===== src/nor_host_regs.svh =====
`ifndef NOR_HOST_REGS_SVH
`define NOR_HOST_REGS_SVH
// Timing figures in ns at 100 ns clock period
`define CLK_PERIOD_NS       100
`define RESET_PULSE_NS      500
`define RESET_REC_SEL_NS    200
`define RESET_REC_STB_NS    200
`define ACCESS_NS           100
`define STROBE_NS           100
// Least times round up to whole cycles
`define RESET_PULSE_CYC     ((`RESET_PULSE_NS + `CLK_PERIOD_NS - 1) / `CLK_PERIOD_NS)
`define REC_SEL_CYC         ((`RESET_REC_SEL_NS + `CLK_PERIOD_NS - 1) / `CLK_PERIOD_NS)
`define REC_STB_CYC         ((`RESET_REC_STB_NS + `CLK_PERIOD_NS - 1) / `CLK_PERIOD_NS)
`define ACCESS_CYC          ((`ACCESS_NS + `CLK_PERIOD_NS - 1) / `CLK_PERIOD_NS)
`define STROBE_CYC          ((`STROBE_NS + `CLK_PERIOD_NS - 1) / `CLK_PERIOD_NS)
`define POLL_LANE_MASK      16'h00ff
`define LOW_LANE_MASK       16'h00ff
`endif


===== src/nor_host_pkg.sv =====
package nor_host_pkg;
  typedef enum logic [6:0] {
    ST_RESET  = 7'h01,
    ST_RECOV  = 7'h02,
    ST_IDLE   = 7'h04,
    ST_RD     = 7'h08,
    ST_WR_LO  = 7'h10,
    ST_WR_HI  = 7'h20,
    ST_DONE   = 7'h40
  } host_state_type;
endpackage


===== src/nor_pin_sync.sv =====
module nor_pin_sync #(
  parameter int W = 1
) (
  input  wire logic         ref_clk_i,
  input  wire logic         rstn_i,
  input  wire logic [W-1:0] async_i,
  output logic      [W-1:0] sync_o
);
  logic [W-1:0] meta_ff;
  logic [W-1:0] sync_ff;
  always_ff @(posedge ref_clk_i or negedge rstn_i)
  begin
    if (!rstn_i)
    begin
      meta_ff <= '0;
      sync_ff <= '0;
    end
    else
    begin
      meta_ff <= async_i;
      sync_ff <= meta_ff;
    end
  end
  assign sync_o = sync_ff;
endmodule // nor_pin_sync


===== src/nor_flash_pin_interface.sv =====
`include "nor_host_regs.svh"
module nor_flash_pin_interface #(
  parameter int ADDR_W      = 26,
  parameter int USED_ADDR_W = 23
) (
  input  wire logic                        ref_clk_i,
  input  wire logic                        rstn_i,
  input  wire logic                        req_i,
  input  wire logic                        req_write_i,
  input  wire logic                        req_poll_i,
  input  wire logic                        byte_mode_i,
  input  wire logic [ADDR_W-1:0]           req_addr_i,
  input  wire logic [15:0]                 req_wdata_i,
  output logic                             req_ready_o,
  output logic                             rsp_valid_o,
  output logic      [15:0]                 rsp_rdata_o,
  output logic                             dev_busy_o,
  output logic                             chip_sel_n_o,
  output logic                             out_en_n_o,
  output logic                             write_strobe_n_o,
  output logic                             dev_reset_n_o,
  output logic                             width_sel_o,
  output logic      [ADDR_W-1:0]           addr_o,
  input  wire logic [14:0]                 data_i,
  output logic      [14:0]                 data_o,
  output logic                             data_oe_o,
  input  wire logic                        data15_or_addr_lsb_i,
  output logic                             data15_or_addr_lsb_o,
  output logic                             data15_or_addr_lsb_oe_o,
  input  wire logic                        ready_busy_n_i
);
  import nor_host_pkg::*;

  localparam int CW = 8;
  localparam logic [CW-1:0] RST_CYC = CW'(`RESET_PULSE_CYC);
  localparam logic [CW-1:0] REC_CYC = CW'((`REC_SEL_CYC > `REC_STB_CYC) ?
                                          `REC_SEL_CYC : `REC_STB_CYC);
  localparam logic [CW-1:0] ACC_CYC = CW'(`ACCESS_CYC);
  localparam logic [CW-1:0] STB_CYC = CW'(`STROBE_CYC);

  host_state_type      state_ff, nxt_state;
  logic [CW-1:0]       cnt_ff, nxt_cnt;
  logic                ce_n_ff, nxt_ce_n;
  logic                oe_n_ff, nxt_oe_n;
  logic                we_n_ff, nxt_we_n;
  logic                rst_n_ff, nxt_rst_n;
  logic                wide_ff, nxt_wide;
  logic                poll_ff, nxt_poll;
  logic                drive_ff, nxt_drive;
  logic [ADDR_W-1:0]   addr_ff, nxt_addr;
  logic                lsb_ff, nxt_lsb;
  logic [15:0]         wdata_ff, nxt_wdata;
  logic [15:0]         rdata_ff, nxt_rdata;
  logic                valid_ff, nxt_valid;
  logic [15:0]         pins_sync;
  logic                rb_sync;
  logic [15:0]         rd_word;

  nor_pin_sync #(.W(17)) u_sync (
    .ref_clk_i (ref_clk_i),
    .rstn_i    (rstn_i),
    .async_i   ({ready_busy_n_i, data15_or_addr_lsb_i, data_i}),
    .sync_o    ({rb_sync, pins_sync})
  );

  // x8 keeps only the low lane; polling reads ignore 15..8 too
  always_comb
  begin
    rd_word = pins_sync;
    if (!wide_ff || poll_ff)
    begin
      rd_word = pins_sync & `LOW_LANE_MASK;
    end
    if (poll_ff)
    begin
      rd_word = pins_sync & `POLL_LANE_MASK;
    end
  end

  always_comb
  begin
    nxt_state = state_ff;
    nxt_cnt   = cnt_ff;
    nxt_ce_n  = ce_n_ff;
    nxt_oe_n  = oe_n_ff;
    nxt_we_n  = we_n_ff;
    nxt_rst_n = rst_n_ff;
    nxt_wide  = wide_ff;
    nxt_poll  = poll_ff;
    nxt_drive = drive_ff;
    nxt_addr  = addr_ff;
    nxt_lsb   = lsb_ff;
    nxt_wdata = wdata_ff;
    nxt_rdata = rdata_ff;
    nxt_valid = 1'b0;
    case (state_ff)
      ST_RESET:
      begin
        // Reset pin low for the full minimum pulse
        if (cnt_ff >= RST_CYC - CW'(1))
        begin
          nxt_rst_n = 1'b1;
          nxt_cnt   = '0;
          nxt_state = ST_RECOV;
        end
        else
        begin
          nxt_cnt = cnt_ff + CW'(1);
        end
      end
      ST_RECOV:
      begin
        // Later of the two recovery times
        if (cnt_ff >= REC_CYC - CW'(1))
        begin
          nxt_state = ST_IDLE;
        end
        else
        begin
          nxt_cnt = cnt_ff + CW'(1);
        end
      end
      ST_IDLE:
      begin
        if (req_i)
        begin
          // Width latched per access so it never moves mid-write
          nxt_wide  = byte_mode_i ? 1'b0 : 1'b1;
          nxt_poll  = req_poll_i;
          // Bits above the part's density are held low; a byte address has one more
          nxt_addr  = byte_mode_i ? (req_addr_i & ADDR_W'((1 << (USED_ADDR_W + 1)) - 1))
                                  : (req_addr_i & ADDR_W'((1 << USED_ADDR_W) - 1));
          nxt_lsb   = req_addr_i[0];
          nxt_wdata = req_wdata_i;
          nxt_cnt   = '0;
          nxt_ce_n  = 1'b0;
          if (req_write_i)
          begin
            nxt_oe_n  = 1'b1;
            nxt_we_n  = 1'b0;
            nxt_drive = 1'b1;
            nxt_state = ST_WR_LO;
          end
          else
          begin
            nxt_oe_n  = 1'b0;
            nxt_state = ST_RD;
          end
        end
      end
      ST_RD:
      begin
        if (cnt_ff >= ACC_CYC + CW'(2))
        begin
          nxt_rdata = rd_word;
          nxt_valid = 1'b1;
          nxt_oe_n  = 1'b1;
          nxt_ce_n  = 1'b1;
          nxt_state = ST_DONE;
        end
        else
        begin
          nxt_cnt = cnt_ff + CW'(1);
        end
      end
      ST_WR_LO:
      begin
        // Strobe kept wide; 3ns glitch filter never matters at this rate
        if (cnt_ff >= STB_CYC - CW'(1))
        begin
          nxt_we_n  = 1'b1;
          nxt_state = ST_WR_HI;
        end
        else
        begin
          nxt_cnt = cnt_ff + CW'(1);
        end
      end
      ST_WR_HI:
      begin
        // Data held one cycle past the rising strobe
        nxt_drive = 1'b0;
        nxt_ce_n  = 1'b1;
        nxt_valid = 1'b1;
        nxt_state = ST_DONE;
      end
      ST_DONE:
      begin
        nxt_state = ST_IDLE;
      end
      default:
      begin
        nxt_state = ST_IDLE;
      end
    endcase
  end

  always_ff @(posedge ref_clk_i or negedge rstn_i)
  begin
    if (!rstn_i)
    begin
      state_ff <= ST_RESET;
      cnt_ff   <= '0;
      ce_n_ff  <= 1'b1;
      oe_n_ff  <= 1'b1;
      we_n_ff  <= 1'b1;
      rst_n_ff <= 1'b0;
      wide_ff  <= 1'b1;
      poll_ff  <= 1'b0;
      drive_ff <= 1'b0;
      addr_ff  <= '0;
      lsb_ff   <= 1'b0;
      wdata_ff <= '0;
      rdata_ff <= '0;
      valid_ff <= 1'b0;
    end
    else
    begin
      state_ff <= nxt_state;
      cnt_ff   <= nxt_cnt;
      ce_n_ff  <= nxt_ce_n;
      oe_n_ff  <= nxt_oe_n;
      we_n_ff  <= nxt_we_n;
      rst_n_ff <= nxt_rst_n;
      wide_ff  <= nxt_wide;
      poll_ff  <= nxt_poll;
      drive_ff <= nxt_drive;
      addr_ff  <= nxt_addr;
      lsb_ff   <= nxt_lsb;
      wdata_ff <= nxt_wdata;
      rdata_ff <= nxt_rdata;
      valid_ff <= nxt_valid;
    end
  end

  assign req_ready_o      = (state_ff == ST_IDLE);
  assign rsp_valid_o      = valid_ff;
  assign rsp_rdata_o      = rdata_ff;
  // Low on the shared pulled-up line means some device busy
  assign dev_busy_o       = ~rb_sync;
  assign chip_sel_n_o     = ce_n_ff;
  assign out_en_n_o       = oe_n_ff;
  assign write_strobe_n_o = we_n_ff;
  assign dev_reset_n_o    = rst_n_ff;
  assign width_sel_o      = wide_ff;
  assign addr_o           = wide_ff ? addr_ff : (addr_ff >> 1);
  assign data_o           = wide_ff ? wdata_ff[14:0] : {7'h00, wdata_ff[7:0]};
  assign data_oe_o        = drive_ff;
  // Top pin: data bit 15 in x16, address lsb driven always in x8
  assign data15_or_addr_lsb_o    = wide_ff ? wdata_ff[15] : lsb_ff;
  assign data15_or_addr_lsb_oe_o = wide_ff ? drive_ff : 1'b1;

  a_read_oe_ce: assert property (@(posedge ref_clk_i) disable iff (!rstn_i)
    !oe_n_ff |-> !ce_n_ff && we_n_ff && !drive_ff)
    else $error("read enable without select or with strobe");
  a_write_oe_high: assert property (@(posedge ref_clk_i) disable iff (!rstn_i)
    !we_n_ff |-> oe_n_ff && drive_ff)
    else $error("write strobe with output enable low");
  a_reset_pulse: assert property (@(posedge ref_clk_i) disable iff (!rstn_i)
    $rose(rst_n_ff) |-> state_ff == ST_RECOV && $past(cnt_ff) == RST_CYC - CW'(1))
    else $error("reset pulse too short");
  a_recov_wait: assert property (@(posedge ref_clk_i) disable iff (!rstn_i)
    $rose(rst_n_ff) |-> ce_n_ff [*2])
    else $error("access started during recovery");
  a_width_steady: assert property (@(posedge ref_clk_i) disable iff (!rstn_i)
    (state_ff == ST_WR_LO) |=> $stable(wide_ff))
    else $error("width moved during write");
  a_strobe_data: assert property (@(posedge ref_clk_i) disable iff (!rstn_i)
    $rose(we_n_ff) |-> drive_ff && !ce_n_ff)
    else $error("data dropped at strobe rise");
  a_poll_mask: assert property (@(posedge ref_clk_i) disable iff (!rstn_i)
    valid_ff && poll_ff |-> rdata_ff[14:8] == 7'h00)
    else $error("upper lanes kept in poll read");
  a_lsb_x8: assert property (@(posedge ref_clk_i) disable iff (!rstn_i)
    !wide_ff |-> data15_or_addr_lsb_oe_o && data15_or_addr_lsb_o == lsb_ff)
    else $error("x8 address lsb not driven");
endmodule // nor_flash_pin_interface


===== config.mk =====
export PLATFORM = sky130hd
export DESIGN_NAME = nor_flash_pin_interface
export DESIGN_NICKNAME = d
export VERILOG_FILES = /design/src/nor_host_pkg.sv /design/src/nor_pin_sync.sv /design/src/nor_flash_pin_interface.sv
export VERILOG_INCLUDE_DIRS = /design/src
export SDC_FILE = /design/constraint.sdc
export NUM_CORES = 1
export LEC_CHECK = 0
export BUFFER_PORTS_ARGS = -buffer_cell sky130_fd_sc_hd__buf_2
export CAP_MARGIN = 20
export CELL_PAD_IN_SITES_DETAIL_PLACEMENT = 1
export CELL_PAD_IN_SITES_GLOBAL_PLACEMENT = 2
export CORE_UTILIZATION = 29
export DETAILED_ROUTE_END_ITERATION = 10
export GPL_ROUTABILITY_DRIVEN = 0
export PLACE_DENSITY_LB_ADDON = 0.1
export SLEW_MARGIN = 5
export SYNTH_ARGS = -nofsm -noshare
export SYNTH_HDL_FRONTEND = slang
export SYNTH_SLANG_ARGS = --single-unit

===== constraint.sdc =====
create_clock -name ref_clk_i -period 5.3 [get_ports ref_clk_i]
set_input_delay 0.53 -clock ref_clk_i [delete_from_list [all_inputs] [get_ports ref_clk_i]]
set_output_delay 0.53 -clock ref_clk_i [all_outputs]
set_load 0.01 [all_outputs]

# [After elaboration in Yosys (flattened, before gate mapping)]
# Index checks and enable logic that the tools add are counted.
[word_totals] register_bits=116 in_bits=65 output_inout_bits=68 elab_cells=89
[op_classes] add_sub_neg=1 magnitude_cmp=4 n_eq_ne=15 muxes=36 n_bitwise=1 n_reduce_logical=16
[ops] cell="one-hot mux 7 bit (6 select lines)" n=1
[ops] cell="2-to-1 mux 8 bit" n=5
[ops] cell="one-hot mux 8 bit (5 select lines)" n=1
[ops] cell="2-to-1 mux 7 bit" n=5
[ops] cell="2-to-1 mux 16 bit" n=2
[ops] cell="2-to-1 mux 26 bit" n=1
[ops] cell="2-to-1 mux 24 bit" n=1
[ops] cell="inequality test 2 bit (second input constant)" n=9
[ops] cell="greater-or-equal comparator 8 x 1 -> 1 bit (second input constant)" n=2
[ops] cell="2-to-1 mux 15 bit" n=1
[ops] cell="2-to-1 mux 1 bit" n=13
[ops] cell="AND reduction 5 bit" n=2
[ops] cell="AND reduction 3 bit" n=3
[ops] cell="adder 8 x 1 -> 8 bit (second input constant)" n=1
[ops] cell="greater-or-equal comparator 8 x 2 -> 1 bit (second input constant)" n=1
[ops] cell="greater-or-equal comparator 8 x 3 -> 1 bit (second input constant)" n=1
[ops] cell="one-hot mux 1 bit (2 select lines)" n=4
[ops] cell="== test 7 x 1 -> 1 bit (second input constant)" n=1
[ops] cell="== test 7 x 2 -> 1 bit (second input constant)" n=1
[ops] cell="== test 7 x 3 -> 1 bit (second input constant)" n=1
[ops] cell="== test 7 x 4 -> 1 bit (second input constant)" n=1
[ops] cell="== test 7 x 5 -> 1 bit (second input constant)" n=1
[ops] cell="== test 7 x 6 -> 1 bit (second input constant)" n=1
[ops] cell="AND reduction 2 bit" n=3
[ops] cell="other kinds (9)" n=11

# [Depth between registers and ports, before layout]
# Gate-level depths: netlist (run 1).
[depth] word_depth=4 mapped_depth=7 ltp_nobuf=7

# [By module]
# A second synthesis (run 1) with hierarchy kept.
[hier_totals] hier_cells=410 hier_area_um2=4531.8
[by_module_without_submodules] module="nor_flash_pin_interface" n_inst=1 cells_each=376 area_per_inst_um2=3681.0 seq_area_each_um2=1983.2
[by_module_without_submodules] module="nor_pin_sync" n_inst=1 cells_each=34 area_per_inst_um2=850.8 seq_area_each_um2=850.8

# [Least setup slack after synthesis (run 1)]
# No wires, ideal clock.
[synth_path] path_type="register to output" from="register wide_ff (netlist: width_sel_o)" to="output port addr_o[10]" arrival_time_ns=1.544 required_ns=4.770 slack_ns=3.226 path_stages_with_launch=4 path_buffers=2 cell_sequence="dfstp_2 > clkbuf_1 > clkbuf_1 > mux2_2"
[synth_via] elab_chain_len=1
[synth_rtl] item="from (decl)" line="nor_flash_pin_interface.sv:47" rtl="logic wide_ff, nxt_wide;"
[synth_rtl] item="from (signal assigned)" line="nor_flash_pin_interface.sv:225" rtl="wide_ff <= nxt_wide;"
[synth_rtl] item="2-to-1 mux 26 bit" line="nor_flash_pin_interface.sv:246" rtl="assign addr_o = wide_ff ? addr_ff : (addr_ff >> 1);"
[synth_rtl] item="to (decl)" line="nor_flash_pin_interface.sv:23" rtl="output logic [ADDR_W-1:0] addr_o,"
# Every way passes these cells.

# [Worst setup path in the final report (run 1)]
[layout_path] from="register wide_ff (netlist: width_sel_o)" to="output port addr_o[19]"
# Same word-level chain as after synthesis.

==> impl_metrics.json, run 1 <==
{
  "cp.arrival_ns": 2.01,
  "syn_inst": 423,
  "cts_buffer_depth": 2,
  "utilization": 0.392,
  "hp-class": "input pin to async pin",
  "crit_required_ns": 4.77,
  "drc": 0,
  "die_y_um": 127,
  "peakVddDrop_v": 0.000232,
  "post-route-period-util": 0.480,
  "p_per_area_nw_per_um2": 623,
  "final-setup-viol-count": 0,
  "cp_max_fo": 36,
  "num_rows": 45,
  "ys_async_sr_fraction": 1.00,
  "grt_pass1_vias": 3643,
  "drv_slew": 0,
  "final_cell_area_um2": 5960,
  "vias_per_cell": 4.40,
  "worstReg2RegEnd": "cnt_ff[5]",
  "port_buffers": 128,
  "die_w_um": 127,
  "clk_latency_ns": 0.40,
  "synth_cell_type_count": 43,
  "ys_ff_latch": 113,
  "power.leakage_uw": 0.00320,
  "h-tree-depth": 4,
  "r2r_cells": 5,
  "n_fill_cell": 1727,
  "die-area_um2": 16100,
  "grt_usage": 0.155,
  "overflow": 0,
  "ioPinCount": 133,
  "diodes": 0,
  "avgRoutedWirePerCell_um": 14.8,
  "fin_ws_ns": 2.76,
  "cts_buffers": 17,
  "tns_ns": 0,
  "hpwl_um": 7260,
  "grt_pass1_wl_um": 18900,
  "ys_top_cells_by_count": "171 x nand2_1, 108 x dfrtp_1, 24 x mux2_2",
  "vias": 3290,
  "worst_slew_pin_slew_ns": 0.858,
  "dpl_cell_area_um2": 5280,
  "layout.nets": 615,
  "dr.first_iter.drc_count": 100,
  "finalWorstPathRequiredPeriod_ns": 2.54,
  "yosys.cell_count.top_type": "nand2_1",
  "timing.rr.start": "cnt_ff[7]",
  "core_area_um2": 15200,
  "max_slew_margin": 0.428,
  "drive_above_1_share": 0.355,
  "cts_tree": "done",
  "initial_core_util": 0.297,
  "cap_viol_max_count": 0,
  "yosys.area.top_type": "dfrtp_1",
  "synth.avg_cell_area_um2": 10.7,
  "hold_buffers": 0,
  "rrSetupSlack_ns": 2.96,
  "rsz0062_at_grt": "no",
  "max_freq_ghz": 0.393,
  "clk_pin_slew_ns": 0.05,
  "crit_type": "flip-flop to primary output",
  "startpoint_type": "flip-flop",
  "yosys.area.top_type_share": 0.599,
  "synthFlopType": "dfrtp_1",
  "ys.warnings.count": 0,
  "cts_sinks": 113,
  "root_buffer": "clkbuf_16",
  "yosysSeqAreaShare": 0.628,
  "synthTopCellsByArea": "dfrtp_1 60%, nand2_1 14%, mux2_2 6.0%",
  "grt_antenna_before_repair": 0,
  "first_pass_iters": 4,
  "setup.worst_path.end_class": "primary output",
  "register_area_um2": 2830,
  "drt_wl_total_um": 11100,
  "grt_max_degree": 79,
  "postCtsSetupRepairBufs": 0,
  "cts.repair.resized": 0,
  "fin_skew_ns": 0.00780,
  "pre_cts_ws_ns": 2.92,
  "drtAntennaViolNets": 0,
  "syn_area_um2": 4520,
  "multi_input_area_um2": 1520,
  "area.growth.synth_to_final_pct": 32.1,
  "status": "finished clean",
  "synth_edf_count": 0,
  "hold_viol": 0
}
==> area by class of cell <==
class,instances,area share
Sequential cell,113,0.475
Multi-Input combinational cell,277,0.254
Timing Repair Buffer,131,0.117
Clock buffer,22,0.0795
Tap cell,188,0.0394
Clock inverter,10,0.0302
Inverter,7,0.00441
==> critical path, cell delays in order (launching register included) <==
cell     delay (ns)
dfstp_2        1.05
mux2_2         0.42
buf_2          0.14
==> cells by family after synthesis <==
family | after synthesis | synth area share
AO/OA/AOI/OAI | 21 | 0.0393
other | 1 | 0.000830
AND/OR/NAND/NOR | 223 | 0.216
multiplexers | 27 | 0.0665
adder cells (fa/ha/maj) | 3 | 0.00831
flip-flops | 113 | 0.628
XOR/XNOR | 1 | 0.00194
buffers and inverters | 34 | 0.0391
==> layout by cell type (no fill, tap or decap), drive strengths merged, types with 2 or more instances in the layout <==
cell      count
nand2       171
buf         131
dfrtp       108
mux2         24
clkbuf       22
and2         13
nand3        13
inv           7
nand2b        5
dfstp         5
bufinv        5
nor3          5
a21oi         5
o21ai         5
nor2          3
mux2i         3
ha            3
clkinv        3
nor2b         2
o21bai        2
o21a          2
a21o          2
conb          2
clkinvlp      2
or2           2
o221ai        2
==> power breakdown <==
group / internal [uW] / switching (uW)
clock: 869 / 388
combinational: 507 / 639
sequential: 1120 / 192
total: 2500 / 1220
==> routing by layer <==
layer	wire length [um]	global-route usage
met1	4610	0.180
met5	0	0
met4	75	0.0525
met2	5650	0.254
met3	740	0.0683
==> registers in the layout, summed over array words and instances (netlist names), 7 cells and up <==
| register | count |
|---|---|
| addr_ff | 24 |
| u_sync.meta_ff | 17 |
| u_sync.sync_o | 17 |
| rsp_rdata_o | 16 |
| wdata_ff | 16 |
| cnt_ff | 8 |
| state_ff | 7 |
==> worst max-delay path by stage <==
| stage | startpoint | endpoint | cells after the start |
|---|---|---|---|
| floorplan | width_sel_o | addr_o[10] | 3 |
| global placement | state_ff[6] | out_en_n_o | 4 |
| detailed placement | state_ff[6] | data_oe_o | 6 |
| CTS | width_sel_o | addr_o[19] | 2 |
| global route | width_sel_o | addr_o[3] | 2 |
| finish | width_sel_o | addr_o[19] | 2 |
==> metrics by stage <==
stage          total power (uW)  hold slack, ns  std cells
6_report                   3720          0.0211        748
5_1_grt                    3990          0.0190        748
4_1_cts                    3790           0.206        747
3_5_place_dp               2500           0.336        715
3_3_place_gp               2460           0.333        714
2_1_floorplan              2070           0.234        424
Power figures use the tool's default switching activity.
==> run 2, diff against run 1 <==
--- a/config.mk
+++ b/config.mk
@@ -10,7 +10,7 @@
 export CAP_MARGIN = 20
 export CELL_PAD_IN_SITES_DETAIL_PLACEMENT = 1
 export CELL_PAD_IN_SITES_GLOBAL_PLACEMENT = 2
-export CORE_UTILIZATION = 29
+export CORE_UTILIZATION = 28
 export DETAILED_ROUTE_END_ITERATION = 10
 export GPL_ROUTABILITY_DRIVEN = 0
 export PLACE_DENSITY_LB_ADDON = 0.1
==> constraint.sdc (replaced) <==
create_clock -name ref_clk_i -period 2.1 [get_ports ref_clk_i]
set_input_delay 0.21 -clock ref_clk_i [delete_from_list [all_inputs] [get_ports ref_clk_i]]
set_output_delay 0.21 -clock ref_clk_i [all_outputs]
set_load 0.01 [all_outputs]
==> run 2 against run 1 <==
  * Final cell count increased by 13%
  * Register-to-register slack got worse by 2.9 ns
  * Utilization increased by 3.1 points
  * Global-route usage increased by 0.12 points
  * Routed wire length increased by 5.3%
  * Non-clock buffer count increased by 69
  * Critical path depth increased by 4
  * Critical path type is now flip-flop to flip-flop
  * Clock power increased by 140%
  * Die area increased by 3.5%
  * Combinational power increased to 2.9 times the previous value
  * Clock skew decreased by 0.00081 ns
  * Hold slack improved by 0.0017 ns
  * Largest power group is now combinational logic
==> impl_metrics.json, run 2 (same netlist as run 1, synthesis figures left out) <==
{
  "initial_core_util": 0.285,
  "dr.first_iter.drc_count": 86,
  "top_register": "addr_ff",
  "utilization": 0.423,
  "grt_antenna_before_repair": 0,
  "layout.nets": 684,
  "fin_ws_ns": 0.0816,
  "hpwl_um": 7510,
  "critical_path_buf_inv_count": 0,
  "hp-class": "input pin to flip-flop",
  "cts_buffer_depth": 2,
  "crit_slowest_cell": "or4b_4",
  "finalWorstPathRequiredPeriod_ns": 2.02,
  "slowest_delay_ns": 0.57,
  "core_area_um2": 15800,
  "clk_pin_slew_ns": 0.05,
  "post-route-period-util": 0.961,
  "cts_sinks": 113,
  "cap_viol_max_count": 0,
  "tns_ns": 0,
  "drtAntennaViolNets": 0,
  "grt_usage": 0.156,
  "drc": 0,
  "rsz0062_at_grt": "no",
  "final-setup-viol-count": 0,
  "pre_cts_ws_ns": 0.00456,
  "max_freq_ghz": 0.495,
  "diodes": 0,
  "root_buffer": "clkbuf_16",
  "cp_max_fo": 8,
  "total_power_uw": 9540,
  "crit_type": "flip-flop to flip-flop",
  "die_w_um": 129,
  "power.leakage_uw": 0.00349,
  "clk_latency_ns": 0.42,
  "grt_max_degree": 58,
  "drv_slew": 0,
  "status": "finished clean",
  "setup.worst_path.end_class": "flip-flop",
  "die_y_um": 129,
  "fin_skew_ns": 0.00698,
  "worstPathCellList": "ha_2, nand4bb_4, or4b_4, a21oi_4, o221ai_4, and2_1",
  "drt_wl_total_um": 11700,
  "vias_per_cell": 4.20,
  "avgRoutedWirePerCell_um": 13.8,
  "final_cell_mix": "171 x nand2_1, 127 x buf_2, 108 x dfrtp_1",
  "p_per_area_nw_per_um2": 1420,
  "die-area_um2": 16600,
  "dp.cells": 751,
  "crit_required_ns": 2.40,
  "drive_above_1_share": 0.344,
  "cts_buffers": 17,
  "grt_pass1_vias": 3763,
  "area.growth.synth_to_final_pct": 48.4,
  "cp.arrival_ns": 2.32,
  "peakVddDrop_v": 0.000586,
  "ioPinCount": 133,
  "stdcell_count": 843,
  "grt_pass1_wl_um": 19400,
  "crit_family": "simple AND/OR/NAND/NOR gates",
  "startpoint_type": "flip-flop",
  "first_pass_iters": 4,
  "hold_viol": 0,
  "num_rows": 46,
  "overflow": 0,
  "port_buffers": 128,
  "vias": 3542,
  "cts_tree": "done",
  "h-tree-depth": 4,
  "final_common_cell": "nand2_1",
  "largest_reg_flops": 24
}
## run 2: changes by cell type in the layout (fill, tap and decap cells not counted), sizes merged
| cell | previous run | this run |
|---|---|---|
| buf | 131 | 140 |
| bufinv | 5 | 4 |
| dlygate4sd3 | 0 | 60 |
| clkinv | 3 | 4 |
| clkbuf | 22 | 20 |
## run 2: final timing paths
path,startpoint,endpoint,slack (ns),cells past startpoint
max in group asynchronous,rstn_i,chip_sel_n_o,1.37,3
min,req_addr_i[23],addr_ff[23],0.02,3
max reg2reg,cnt_ff[0],cnt_ff[4],0.08,6
max,cnt_ff[0],cnt_ff[4],0.08,6
min in group asynchronous,rstn_i,u_sync.sync_o[4],0.17,2
min reg2reg,u_sync.meta_ff[3],u_sync.sync_o[3],0.34,0
## run 2: timing repair
action,4_1_cts,5_1_grt
pin swaps,0,8
hold endpoints to repair,167,0
resized for setup,1,9
endpoints found under the setup margin,1,9
hold buffers,60,0
setup buffers,0,2
## run 2: metrics by stage
stage	cell area (um2)	hold WS [ns]
after global placement	5410	0.0440
final	6700	0.0228
after detailed placement	5410	0.0479
after CTS	6640	0.00984
after floorplan	4520	-0.0856
after global routing	6700	0.0251
## run 2: tightest hold or removal path: cells and delay by family
family | cells | cell delay, ns
buf+inv | 1 | 0.08
simple gates | 2 | 0.12
## run 2: cell type report
class / instances / area [um2]
Clock buffer: 20 / 467
Clock inverter: 10 / 159
Fill cell: 1796 / 9130
Inverter: 7 / 26.3
Multi-Input combinational cell: 277 / 1560
Sequential cell: 113 / 2830
Tap cell: 216 / 270
Timing Repair Buffer: 200 / 1380
## run 2: metal layers
| metal | track usage | wire length, um | vias to the layer above |
|---|---|---|---|
| met3 | 0.0578 | 536 | 16 |
| met1 | 0.186 | 5070 | 1716 |
| li1 | - | - | 1734 |
| met4 | 0.0664 | 189 | 0 |
| met2 | 0.252 | 5870 | 76 |
| met5 | 0 | 0 | - |
## run 2: report_power, final
part           internal (uW)  switching, uW
Clock                   2060            988
Sequential              2830            372
Combinational           1490           1800
Total                   6380           3160
==> run 3, diff against run 2 <==
--- a/config.mk
+++ b/config.mk
@@ -10,11 +10,12 @@
 export CAP_MARGIN = 20
 export CELL_PAD_IN_SITES_DETAIL_PLACEMENT = 1
 export CELL_PAD_IN_SITES_GLOBAL_PLACEMENT = 2
-export CORE_UTILIZATION = 28
+export CORE_UTILIZATION = 29
 export DETAILED_ROUTE_END_ITERATION = 10
 export GPL_ROUTABILITY_DRIVEN = 0
 export PLACE_DENSITY_LB_ADDON = 0.1
 export SLEW_MARGIN = 5
 export SYNTH_ARGS = -nofsm -noshare
 export SYNTH_HDL_FRONTEND = slang
+export SYNTH_HIERARCHICAL = 1
 export SYNTH_SLANG_ARGS = --single-unit
==> run 3 against run 2 <==
  * Area after synthesis increased by 0.36%
  * Die area shrank 3.0%
  * Critical path depth is 3 lower
  * First-iteration DRC count grew 55%
  * Critical path type is now flip-flop to primary output
  * Sequential share of layout area is 0.77 points higher
==> impl_metrics.json, run 3 <==
{
  "tns_ns": 0,
  "cp.arrival_ns": 1.82,
  "p_per_area_nw_per_um2": 1430,
  "largest_reg_flops": 24,
  "drv_slew": 0,
  "whs_ns": 0.0190,
  "diodes": 0,
  "clkPwrFrac": 0.292,
  "startpoint_type": "flip-flop",
  "status": "finished clean",
  "worst_slew_pin_slew_ns": 0.648,
  "crit_path_start": "width_sel_o",
  "pwr-share-comb": 0.356,
  "fin_ws_ns": 0.0696,
  "grt_usage": 0.163,
  "power.leakage_uw": 0.00341,
  "setup.worst_path.end_class": "primary output",
  "ys_top_cells_by_count": "148 x nand2_1, 108 x dfrtp_1, 31 x mux2_2",
  "crit_slowest_cell": "dfstp_4",
  "grt_pass1_wl_um": 20000,
  "cts_tree": "done",
  "drt_wl_total_um": 11800,
  "dr.first_iter.drc_count": 133,
  "yosys.area.top_type_share": 0.596,
  "cts_sinks": 113,
  "die-area_um2": 16100,
  "grt_pass1_vias": 3832,
  "r2r_cells": 5,
  "core_area_um2": 15200,
  "final-setup-viol-count": 0,
  "overflow": 0,
  "postCtsSetupRepairBufs": 0,
  "crit_type": "flip-flop to primary output",
  "clk_latency_ns": 0.41,
  "vias": 3540,
  "drc": 0,
  "cts_buffer_depth": 2,
  "timing.rr.start": "cnt_ff[6]",
  "synthFlopType": "dfrtp_1",
  "avgRoutedWirePerCell_um": 14.7,
  "n_fill_cell": 1684,
  "vias_per_cell": 4.40,
  "top_register": "addr_ff",
  "synth.avg_cell_area_um2": 11.1,
  "yosys.cell_count.top_type": "nand2_1",
  "cts_buffers": 17,
  "yosysSeqAreaShare": 0.625,
  "utilization": 0.433,
  "hp-start": "byte_mode_i",
  "ys_async_sr_fraction": 1.00,
  "ys.warnings.count": 6,
  "grt_antenna_before_repair": 0,
  "crit_required_ns": 1.89,
  "synth_cell_type_count": 42,
  "yosys.area.top_type": "dfrtp_1",
  "post-route-period-util": 0.967,
  "cp_num_cells": 3,
  "max_freq_ghz": 0.493,
  "first_pass_iters": 4,
  "ys_ff_latch": 113,
  "worstPathCellList": "buf_4, mux2_2, buf_2",
  "crit_family": "flip-flops",
  "synth_edf_count": 0,
  "layout.nets": 672,
  "drtAntennaViolNets": 0,
  "area.growth.synth_to_final_pct": 45.4,
  "cp_max_fo": 17,
  "critical_path_buf_inv_count": 2,
  "finalWorstPathRequiredPeriod_ns": 2.03,
  "final_common_cell": "nand2_1",
  "pre_cts_ws_ns": 0.129,
  "switchingPower_uw": 3320,
  "ioPinCount": 133,
  "dpl_cell_area_um2": 5440,
  "final_cell_mix": "147 x nand2_1, 127 x buf_2, 108 x dfrtp_1",
  "syn_inst": 410,
  "cap_viol_max_count": 0,
  "syn_area_um2": 4530,
  "peakVddDrop_v": 0.000717,
  "rsz0062_at_grt": "no",
  "num_rows": 45,
  "hpwl_um": 7820,
  "h-tree-depth": 4,
  "slowest_delay_ns": 0.74,
  "die_w_um": 127,
  "power_frac_seq": 0.352,
  "hp-class": "input pin to flip-flop",
  "hold_depth": 2,
  "max_slew_margin": 0.568,
  "clk_pin_slew_ns": 0.05,
  "hold_viol": 0,
  "synthTopCellsByArea": "dfrtp_1 60%, nand2_1 12%, mux2_2 7.7%",
  "final_cell_area_um2": 6590,
  "root_buffer": "clkbuf_16",
  "port_buffers": 128,
  "p_int_uw": 6120,
  "grt_max_degree": 48,
  "initial_core_util": 0.298,
  "drive_above_1_share": 0.361,
  "p_sw_frac": 0.352,
  "fin_skew_ns": 0.0125,
  "die_y_um": 127
}
==> run 3: changes by cell type in the layout (fill, tap and decap cells not counted), moves of 4 or more <==
| cell | delta |
|---|---|
| nor2b_1 | +4 |
| nand2_1 | -24 |
| mux2_2 | +7 |
| nor2_1 | +7 |
| nand3_1 | -10 |
| inv_6 | +4 |
| clkinv_4 | +4 |
| o21ai_0 | +12 |
| a21oi_1 | -4 |
==> run 3: power by group through the flow <==
stage               registers [uW]  logic (uW)  clock network (uW)
floorplan                     3280        2110                   0
detailed placement            3370        3330                   0
CTS                           3340        3440                2850
global placement              3340        3260                   0
finish                        3330        3360                2760
global route                  3450        3770                2940
==> run 3: final timing paths <==
| kind | end | slack [ns] |
|---|---|---|
| min in group asynchronous | cnt_ff[3] | 0.36 |
| setup / recovery | addr_o[11] | 0.07 |
| max in group asynchronous | chip_sel_n_o | 1.02 |
| setup reg to reg | cnt_ff[2] | 0.16 |
| hold / removal | width_sel_o | 0.02 |
| hold reg to reg | u_sync/sync_o[16] | 0.35 |
==> run 3: area by class of cell <==
cell class,instances,area (um2),area share
multi-input combinational,264,1520,0.230
timing repair buffer,202,1410,0.214
inverter,6,22.5,0.00342
clock inverter,13,126,0.0192
tap,188,235,0.0357
clock buffer,19,443,0.0672
sequential,113,2840,0.431
==> run 3: what timing repair did <==
| item | CTS | global route |
|---|---|---|
| resized for setup | 2 | 2 |
| setup endpoints to repair | 8 | 9 |
| hold buffers | 57 | 0 |
| hold endpoints to repair | 95 | 0 |
==> run 3: cells by family after synthesis <==
group / synth area share
muxes: 0.0848
other: 0.000827
adders and majority gates: 0.00828
buffers and inverters: 0.0431
AOI/OAI and AO/OA: 0.0489
DFF: 0.625
and+or+nand+nor: 0.187
xor gates and xnor gates: 0.00193
==> run 3: layer usage <==
layer  GRT usage  vias up  part of all wire
met2       0.276       75              0.50
li1            -     1711                 -
met4      0.0504        0            0.0090
met3      0.0570        8             0.044
met5           0        -                 0
met1       0.194     1746              0.44
==> run 3: stage by stage <==
step,power [uW],std cells
final,9450,805
after global routing,10200,805
after CTS,9630,805
after detailed placement,6700,716
after global placement,6600,716
after floorplan,5390,411
